[config.mk]
export PLATFORM = sky130hd
export DESIGN_NAME = port_bc_top
export DESIGN_NICKNAME = d
export VERILOG_FILES = /design/src/hdl/port_bc_pkg.sv /design/src/hdl/port_bc_top.sv
export SDC_FILE = /design/constraint.sdc
export NUM_CORES = 1
export LEC_CHECK = 0
export BUFFER_PORTS_ARGS = -buffer_cell sky130_fd_sc_hd__buf_2
export CAP_MARGIN = 25
export CELL_PAD_IN_SITES_DETAIL_PLACEMENT = 0
export CELL_PAD_IN_SITES_GLOBAL_PLACEMENT = 1
export CORE_UTILIZATION = 38
export CTS_CLUSTER_SIZE = 24
export DETAILED_ROUTE_END_ITERATION = 12
export PLACE_DENSITY = 0.88
export SYNTH_ARGS = -nofsm -noshare
export SYNTH_HDL_FRONTEND = slang
export SYNTH_SLANG_ARGS = --single-unit
[constraint.sdc]
create_clock -name mclk -period 2.5 [get_ports mclk]
set_clock_uncertainty 0.1 [all_clocks]
set_input_delay 0.375 -clock mclk [delete_from_list [all_inputs] [get_ports mclk]]
set_output_delay 0.375 -clock mclk [all_outputs]
set_load 0.05 [all_outputs]
[src/hdl/port_bc_pkg.sv]
// Package with register map, field positions and carriers of the port block
`default_nettype none
package port_bc_pkg;

  // ==========================================================================
  // Register indices (byte address is four times the index)
  localparam logic [5:0] SP_DATA_IDX  = 6'h01;
  localparam logic [5:0] HV_DATA_IDX  = 6'h02;
  localparam logic [5:0] SP_DIR_IDX   = 6'h05;
  localparam logic [5:0] HV_DIR_IDX   = 6'h06;
  localparam logic [5:0] ROUTE_IDX    = 6'h10;
  localparam logic [5:0] SENSE_EN_IDX = 6'h11;
  localparam logic [5:0] SENSE_ST_IDX = 6'h12;
  localparam logic [5:0] HV_CFG_IDX   = 6'h13;

  localparam logic [7:0] SP_DATA_ADDR  = {SP_DATA_IDX, 2'h0};
  localparam logic [7:0] HV_DATA_ADDR  = {HV_DATA_IDX, 2'h0};
  localparam logic [7:0] SP_DIR_ADDR   = {SP_DIR_IDX, 2'h0};
  localparam logic [7:0] HV_DIR_ADDR   = {HV_DIR_IDX, 2'h0};
  localparam logic [7:0] ROUTE_ADDR    = {ROUTE_IDX, 2'h0};
  localparam logic [7:0] SENSE_EN_ADDR = {SENSE_EN_IDX, 2'h0};
  localparam logic [7:0] SENSE_ST_ADDR = {SENSE_ST_IDX, 2'h0};
  localparam logic [7:0] HV_CFG_ADDR   = {HV_CFG_IDX, 2'h0};

  // ==========================================================================
  // Field positions
  localparam int CAP1_POLL_BIT = 5;  // Second port data read bit
  localparam int IRQ_EN_BIT    = 7;  // Sense enable register
  localparam int FLAG_BIT      = 7;  // Sense status register
  localparam int DIAG_BIT      = 7;  // High-voltage config register
  localparam int CAP1_HV4_BIT  = 0;  // High-voltage config register

  // Reset values
  localparam logic [7:0] DIR_RST   = 8'h00;
  localparam logic [7:0] CFG_RST   = 8'h00;

  // ==========================================================================
  // Routing configuration fields
  typedef struct packed {
    logic capture_xor_enable;    // bit 7
    logic amp_enable;            // bit 6
    logic spare;                 // bit 5
    logic line4_pwm_enable;      // bit 4
    logic line3_compare_enable;  // bit 3
    logic line2_capture_select;  // bit 2
    logic line1_compare_enable;  // bit 1
    logic line0_capture_select;  // bit 0
  } io_routing_config_t;

  // Timer-side signals gathered together
  typedef struct packed {
    logic capture_one;
    logic capture_two;
  } capture_bus_t;

  // APB slave states
  typedef enum logic [0:0] {
    APB_IDLE = 1'b0,
    APB_ANS  = 1'b1
  } apb_state_t;

endpackage : port_bc_pkg
`default_nettype wire

[src/hdl/port_bc_top.sv]
// Second port and high-voltage port routing, contact sense and APB registers
//
// Function
// - Second port data at index 1, direction at 5; reset clears direction only.
// - High-voltage data at index 2, direction at 6; reset turns lines off.
// - High-voltage direction one means output, or sense mode with sense enable.
// - Capture-XOR enable feeds capture channel one with XOR of two pins.
// - Bit 5 of second port data read returns capture channel one.
// - Line-4 PWM enable routes PWM to line 4, driven only with direction.
// - Line-3 compare enable routes compare two to line 3 with direction.
// - Line-2 capture select picks second or high-voltage line 2 for capture two.
// - Line-1 compare enable routes compare one to line 1 with direction.
// - Line-0 capture select picks second port line 0 or high-voltage line 0/4.
// - Amplifier enable is routing config bit 6; it feeds converter channel 4.
// - High-voltage lines 5 and 6 are open-drain only: sink or off.
// - Line 0 senses to supply, line 4 to ground, lines 1-3 by data bit.
// - Sense status bits 4-0 read one when outside resistance is low.
// - Sense enabled with direction clear: status is one for low input voltage.
// - Any enabled status bit change, either edge, sets the change flag.
// - Interrupt request only with interrupt enable; flag records regardless.
// - Diagnostic link mode: line 4 output plus mode bit; output enables bias.
// - Writing one clears the change flag; writing zero does nothing.
`default_nettype none
module port_bc_top
  import port_bc_pkg::*;
#(
  parameter int SP_W = 5,
  parameter int HV_W = 7,
  parameter int CS_W = 5
) (
  // Clock and reset
  input  wire logic                      mclk,
  input  wire logic                      rst_b,
  // APB slave
  input  wire logic                      psel,
  input  wire logic                      penable,
  input  wire logic                      pwrite,
  input  wire logic [7:0]                paddr,
  input  wire logic [31:0]               pwdata,
  output var  logic [31:0]               prdata,
  output var  logic                      pready,
  output var  logic                      pslverr,
  // Second port pins
  input  wire logic [SP_W-1:0]           sp_in,
  output var  logic [SP_W-1:0]           sp_out,
  output var  logic [SP_W-1:0]           sp_oe,
  // High-voltage port pins and sense front end
  input  wire logic [HV_W-1:0]           hv_in,
  input  wire logic [CS_W-1:0]           sense_in,
  output var  logic [HV_W-1:0]           hv_out,
  output var  logic [HV_W-1:0]           hv_oe,
  output var  logic [CS_W-1:0]           sense_active,
  output var  logic [CS_W-1:0]           sense_to_supply,
  output var  logic                      diag_bias_en,
  output var  logic                      diag_link_out,
  // Timer, PWM and analog side
  input  wire logic                      compare_one,
  input  wire logic                      compare_two,
  input  wire logic                      pwm_in,
  output var  port_bc_pkg::capture_bus_t capture,
  output var  logic                      amp_enable,
  output var  logic                      sense_irq
);
  import port_bc_pkg::*;

  // ==========================================================================
  // Register state
  logic [SP_W-1:0]    sp_data_reg;
  logic [SP_W-1:0]    sp_dir_reg;
  logic [HV_W-1:0]    hv_data_reg;
  logic [HV_W-1:0]    hv_dir_reg;
  io_routing_config_t route_cfg_reg;
  logic [CS_W-1:0]    sense_en_reg;
  logic               irq_en_reg;
  logic               diag_mode_reg;
  logic               cap1_hv4_reg;
  logic [CS_W-1:0]    status_reg;
  logic [CS_W-1:0]    status_next;
  logic [CS_W-1:0]    status_prev_reg;
  logic               flag_reg;
  apb_state_t         apb_state_reg;

  logic               wr_en;
  logic               mapped;
  logic               cap1_hv;
  logic               cap1_next;
  logic               cap2_next;
  logic               change_seen;
  logic [31:0]        rdata_next;

  // ==========================================================================
  // APB slave: one wait state, answer comes from flip-flops
  assign wr_en = psel && penable && pwrite && pready;

  always_comb begin
    mapped = 1'b1;
    rdata_next = 32'h0000_0000;
    case (paddr)
      SP_DATA_ADDR: begin
        rdata_next[SP_W-1:0] = (sp_dir_reg & sp_data_reg) | (~sp_dir_reg & sp_in);
        rdata_next[CAP1_POLL_BIT] = capture.capture_one;
      end
      HV_DATA_ADDR: begin
        rdata_next[HV_W-1:0] = (hv_dir_reg & hv_data_reg) | (~hv_dir_reg & hv_in);
      end
      SP_DIR_ADDR:  rdata_next[SP_W-1:0] = sp_dir_reg;
      HV_DIR_ADDR:  rdata_next[HV_W-1:0] = hv_dir_reg;
      ROUTE_ADDR:   rdata_next[7:0] = route_cfg_reg;
      SENSE_EN_ADDR: begin
        rdata_next[CS_W-1:0] = sense_en_reg;
        rdata_next[IRQ_EN_BIT] = irq_en_reg;
      end
      SENSE_ST_ADDR: begin
        rdata_next[CS_W-1:0] = status_reg;
        rdata_next[FLAG_BIT] = flag_reg;
      end
      HV_CFG_ADDR: begin
        rdata_next[DIAG_BIT] = diag_mode_reg;
        rdata_next[CAP1_HV4_BIT] = cap1_hv4_reg;
      end
      default: mapped = 1'b0;
    endcase
  end

  // Handshake: ready rises one cycle into the access phase, then drops
  always_ff @(posedge mclk) begin
    if (!rst_b) begin
      apb_state_reg <= APB_IDLE;
      pready <= 1'b0;
      pslverr <= 1'b0;
      prdata <= 32'h0000_0000;
    end else begin
      case (apb_state_reg)
        APB_IDLE: begin
          if (psel && penable) begin
            apb_state_reg <= APB_ANS;
            pready <= 1'b1;
            pslverr <= ~mapped;
            prdata <= pwrite ? 32'h0000_0000 : rdata_next;
          end
        end
        APB_ANS: begin
          apb_state_reg <= APB_IDLE;
          pready <= 1'b0;
          pslverr <= 1'b0;
        end
        default: apb_state_reg <= APB_IDLE;
      endcase
    end
  end

  // ==========================================================================
  // Data latches keep their value through reset
  always_ff @(posedge mclk) begin
    if (wr_en && paddr == SP_DATA_ADDR) begin
      sp_data_reg <= pwdata[SP_W-1:0];
    end
    if (wr_en && paddr == HV_DATA_ADDR) begin
      hv_data_reg <= pwdata[HV_W-1:0];
    end
  end

  // Direction and configuration registers
  always_ff @(posedge mclk) begin
    if (!rst_b) begin
      sp_dir_reg <= DIR_RST[SP_W-1:0];
      hv_dir_reg <= DIR_RST[HV_W-1:0];
      route_cfg_reg <= CFG_RST;
      sense_en_reg <= CFG_RST[CS_W-1:0];
      irq_en_reg <= 1'b0;
      diag_mode_reg <= 1'b0;
      cap1_hv4_reg <= 1'b0;
    end else if (wr_en) begin
      case (paddr)
        SP_DIR_ADDR: sp_dir_reg <= pwdata[SP_W-1:0];
        HV_DIR_ADDR: hv_dir_reg <= pwdata[HV_W-1:0];
        ROUTE_ADDR:  route_cfg_reg <= pwdata[7:0];
        SENSE_EN_ADDR: begin
          sense_en_reg <= pwdata[CS_W-1:0];
          irq_en_reg <= pwdata[IRQ_EN_BIT];
        end
        HV_CFG_ADDR: begin
          diag_mode_reg <= pwdata[DIAG_BIT];
          cap1_hv4_reg <= pwdata[CAP1_HV4_BIT];
        end
        default: ;
      endcase
    end
  end

  // ==========================================================================
  // Capture routing toward the timer
  assign cap1_hv = cap1_hv4_reg ? hv_in[4] : hv_in[0];
  // XOR path combines both candidate pins; otherwise a plain select
  assign cap1_next = route_cfg_reg.capture_xor_enable ? (sp_in[0] ^ cap1_hv)
                   : (route_cfg_reg.line0_capture_select ? sp_in[0] : cap1_hv);
  assign cap2_next = route_cfg_reg.line2_capture_select ? sp_in[2] : hv_in[2];

  always_ff @(posedge mclk) begin
    if (!rst_b) begin
      capture <= '0;
      amp_enable <= 1'b0;
    end else begin
      capture.capture_one <= cap1_next;
      capture.capture_two <= cap2_next;
      amp_enable <= route_cfg_reg.amp_enable;
    end
  end

  // ==========================================================================
  // Second port output drivers; direction gates every alternate function
  always_ff @(posedge mclk) begin
    if (!rst_b) begin
      sp_out <= '0;
      sp_oe <= '0;
    end else begin
      sp_oe <= sp_dir_reg;
      sp_out <= sp_data_reg;
      sp_out[1] <= route_cfg_reg.line1_compare_enable ? compare_one : sp_data_reg[1];
      sp_out[3] <= route_cfg_reg.line3_compare_enable ? compare_two : sp_data_reg[3];
      sp_out[4] <= route_cfg_reg.line4_pwm_enable ? pwm_in : sp_data_reg[4];
    end
  end

  // ==========================================================================
  // High-voltage port drivers; sense mode takes the line away from the driver
  always_ff @(posedge mclk) begin
    if (!rst_b) begin
      hv_out <= '0;
      hv_oe <= '0;
      sense_active <= '0;
      diag_bias_en <= 1'b0;
      diag_link_out <= 1'b0;
    end else begin
      hv_out[CS_W-1:0] <= hv_data_reg[CS_W-1:0];
      hv_oe[CS_W-1:0] <= hv_dir_reg[CS_W-1:0] & ~sense_en_reg;
      sense_active <= hv_dir_reg[CS_W-1:0] & sense_en_reg;
      // Lines 5 and 6 only ever pull low, never drive high
      hv_out[HV_W-1:CS_W] <= '0;
      hv_oe[HV_W-1:CS_W] <= hv_dir_reg[HV_W-1:CS_W] & hv_data_reg[HV_W-1:CS_W];
      // Making line 4 an output is what turns on the link driver bias
      diag_bias_en <= hv_dir_reg[4];
      diag_link_out <= diag_mode_reg & hv_dir_reg[4];
      if (diag_mode_reg) begin
        hv_out[4] <= 1'b0;
        hv_oe[4] <= hv_dir_reg[4] & ~hv_data_reg[4] & ~sense_en_reg[4];
      end
    end
  end

  // Sense polarity: line 0 fixed to supply, line 4 fixed to ground
  always_ff @(posedge mclk) begin
    if (!rst_b) begin
      sense_to_supply <= '0;
    end else begin
      sense_to_supply[0] <= 1'b1;
      sense_to_supply[3:1] <= ~hv_data_reg[3:1];
      sense_to_supply[4] <= 1'b0;
    end
  end

  // ==========================================================================
  // Status source per line: sense front end, or inverted input level
  for (genvar i = 0; i < CS_W; i++) begin : g_status
    assign status_next[i] = hv_dir_reg[i] ? sense_in[i]
                          : ~hv_in[i];
  end

  always_ff @(posedge mclk) begin
    if (!rst_b) begin
      status_reg <= '0;
      status_prev_reg <= '0;
    end else begin
      status_reg <= status_next;
      status_prev_reg <= status_reg;
    end
  end

  // Only lines with sense enabled can raise the flag
  assign change_seen = |((status_reg ^ status_prev_reg) & sense_en_reg);

  // A change in the clearing cycle wins, so no event is lost
  always_ff @(posedge mclk) begin
    if (!rst_b) begin
      flag_reg <= 1'b0;
    end else if (change_seen) begin
      flag_reg <= 1'b1;
    end else if (wr_en && paddr == SENSE_ST_ADDR && pwdata[FLAG_BIT]) begin
      flag_reg <= 1'b0;
    end
  end

  // Request is masked; the flag itself is not
  always_ff @(posedge mclk) begin
    if (!rst_b) begin
      sense_irq <= 1'b0;
    end else begin
      sense_irq <= flag_reg & irq_en_reg;
    end
  end
endmodule : port_bc_top
`default_nettype wire

==> flow_summary.yaml <==
status:
  status: "completed"
power:
  power.share.clock_pct: 34.2
  ir_worst_vdd_uv: 247
  swShare_pct: 27.1
  leakagePower_nw: 2.16
  p_int_mw: 2.15
  p_comb_share_pct: 10.3
  pwr-share-seq_pct: 55.5
  powerDensity_nw_per_um2: 610
  power.switching_uw: 798
  p_total_mw: 2.94
floorplan:
  initial_core_util_pct: 39.8
  die-area_um2: 11400
  core_area_um2: 10500
  rows: 37
  io_pins: 139
  die_w_um: 107
  die_y_um: 107
setup_path:
  r2r-end: "diag_mode_reg"
  worstPathCellList: "buf_2 > or4b_1 > nor2_8 > mux2i_1 > nor2_1"
  path_buf_inv: 1
  crit_fanout: 13
  rrSetupSlack_ns: 0.93
  rr_worst_depth: 5
  cp_data_required_time_ns: 2.64
  endpoint_kind: "register"
  cp_slowest_cell: "or4b_1"
  crit_type: "in -> reg"
  cp.depth: 5
  crit_start: "paddr[3]"
  cp-start-kind: "input port"
  endpoint: "hv_dir_reg[3]"
  r2r-start: "pready"
  crit_family: "simple AND/OR/NAND/NOR gates"
  max_stage_delay_ns: 0.74
  crit_arrival_ns: 1.99
layout:
  antenna_cells: 0
  fin_area_um2: 4830
  area_growth_pct: 15.3
  drive_gt1_share_pct: 26.7
  fin_util_pct: 45.9
  nets: 550
  final_cells: 626
  layout_common_cells: "dfxtp_1 (87), buf_2 (87), nor2_1 (61)"
clock_tree:
  clock_path_buffers: 2
  cts_tree: "built"
  cts_made_buffers: 9
  cts_repair_resize_count: 0
  post-cts-setup-buffer-count: 0
  ctsHtreeMaxLevel: 3
  insertion_delay_ns: 0.37
  cts.clk_slew.worst_paths_ns: 0.09
  clkSinkCount: 99
  cts_hold_buf: 0
  cts-root-buf: "clkbuf_8"
sta:
  max_slew_margin_pct: 66.0
  drv_slew: 0
  setup_viol: 0
  tns_ns: 0
  fmaxAchievable_mhz: 541
  tightest_slew_ns: 0.507
  hold_viol_final: 0
  grt_setup_unrepaired: "false"
  period_minus_slack_ns: 1.85
  timing.final.crit_share_pct: 74.0
global_routing:
  grt_pass1_vias: 2946
  antenna_found_initial: 0
  track_usage_pct: 18.0
  grt_pass1_wl_um: 15400
  overflow: 0
  grt_max_degree: 43
route:
  drc: 0
  vias: 3074
  drt.antenna.violating_nets: 0
  vias_per_cell: 4.91
  avgRoutedWirePerCell_um: 15.9
  firstDrtPassIters: 4
  wl_um: 9940
  drt_iter0_drc: 180
yosys:
  syn_area_per_cell_um2: 10.5
  netlist_instances: 399
  synth_seq_cells: 99
  netlist_area_um2: 4190
  ys_types: 51
  yosysSeqAreaShare_pct: 50.2
  yosys_warnings: 0
worst_hold_path:
  hold_class: "in -> reg"
  hp-start: "pwdata[5]"
placement:
  dp_hpwl_um: 7140
  dpl-instance-area_um2: 4630
  gp_congestion: 0.809
  dp.cells: 610
  portBuffers: 87
flow_run:
  maxCapViolCount: 0
==> worst min-delay path by stage <==
stage / cells after the start / end
after floorplan: 0 / sense_to_supply[0]
after global placement: 2 / prdata[2]
after detailed placement: 2 / prdata[2]
after CTS: 1 / hv_data_reg[5]
after global routing: 1 / hv_data_reg[5]
final: 1 / hv_data_reg[5]
==> cell usage after synthesis (all sizes together) <==
library cell  count  area share [%]
a32o              1            0.24
and2             18             2.7
o22ai             6            0.90
conb              1           0.090
nand2b            2            0.30
nor3              5            0.87
clkinv            1           0.090
a211oi            1            0.18
a222oi            1            0.24
dfxtp            87              42
edfxtp           12             8.6
inv               1           0.090
nand3             5            0.60
xor2              5             1.0
and2b             2            0.36
or4b              3            0.81
or2               1            0.15
nand4b            1            0.21
clkbuf           11            0.99
a2111oi           2            0.57
and3              9             1.3
a22o              2            0.42
mux2              3            0.81
o2bb2ai           4            0.84
a21oi            13             1.6
mux4              2             1.1
a22oi             7             1.3
nand2            23             2.4
mux2i            45              11
o21ai            14             1.8
a31oi             1            0.15
nor2             65             7.2
nand4             3            0.81
buf              35             6.7
and4              1            0.24
nor4              3            0.81
a311oi            1            0.21
nor4b             2             1.1
==> kinds of logic after synthesis <==
family / after synthesis / share of synthesized area (%)
DFF: 99 / 50.2
xor gates and xnor gates: 5 / 1.05
buffers and inverters: 48 / 7.83
AOI/OAI and AO/OA: 53 / 8.31
muxes: 50 / 12.6
and+or+nand+nor: 143 / 19.9
other: 1 / 0.0895
==> stage by stage <==
stage / hold slack (ns) / worst slack [ns]
after floorplan: 0.303 / 0.535
after global placement: 0.341 / 0.296
after detailed placement: 0.345 / 0.262
after CTS: 0.0984 / 0.676
after global routing: 0.0965 / 0.601
final: 0.118 / 0.651
==> cell type report <==
type	instances	area [um^2]
fillers	1013	5680
flip-flops and latches	99	2100
multi-input cells	278	1860
repair buffers	95	495
well taps	136	170
clock buffers	12	166
clock inverters	4	30.0
inverters	2	7.51
==> routing by layer <==
layer  up-vias  routed length, um  share of wire, %  global-route usage, %
li1       1514                  -                 -                      -
met1      1441               4520                46                   23.7
met2       105               4600                46                   28.7
met3        14                636               6.4                   4.38
met4         0                178               1.8                   6.65
met5         -                  0                 0                      0
==> power groups by stage <==
stage / Combinational [mW] / Clock (mW) / Sequential [mW]
global placement: 0.299 / 0 / 1.67
global route: 0.323 / 1.10 / 1.64
floorplan: 0.216 / 0 / 1.71
detailed placement: 0.302 / 0 / 1.67
finish: 0.304 / 1.01 / 1.63
CTS: 0.303 / 1.03 / 1.63
No activity file was read; power rests on OpenSTA's default activity.
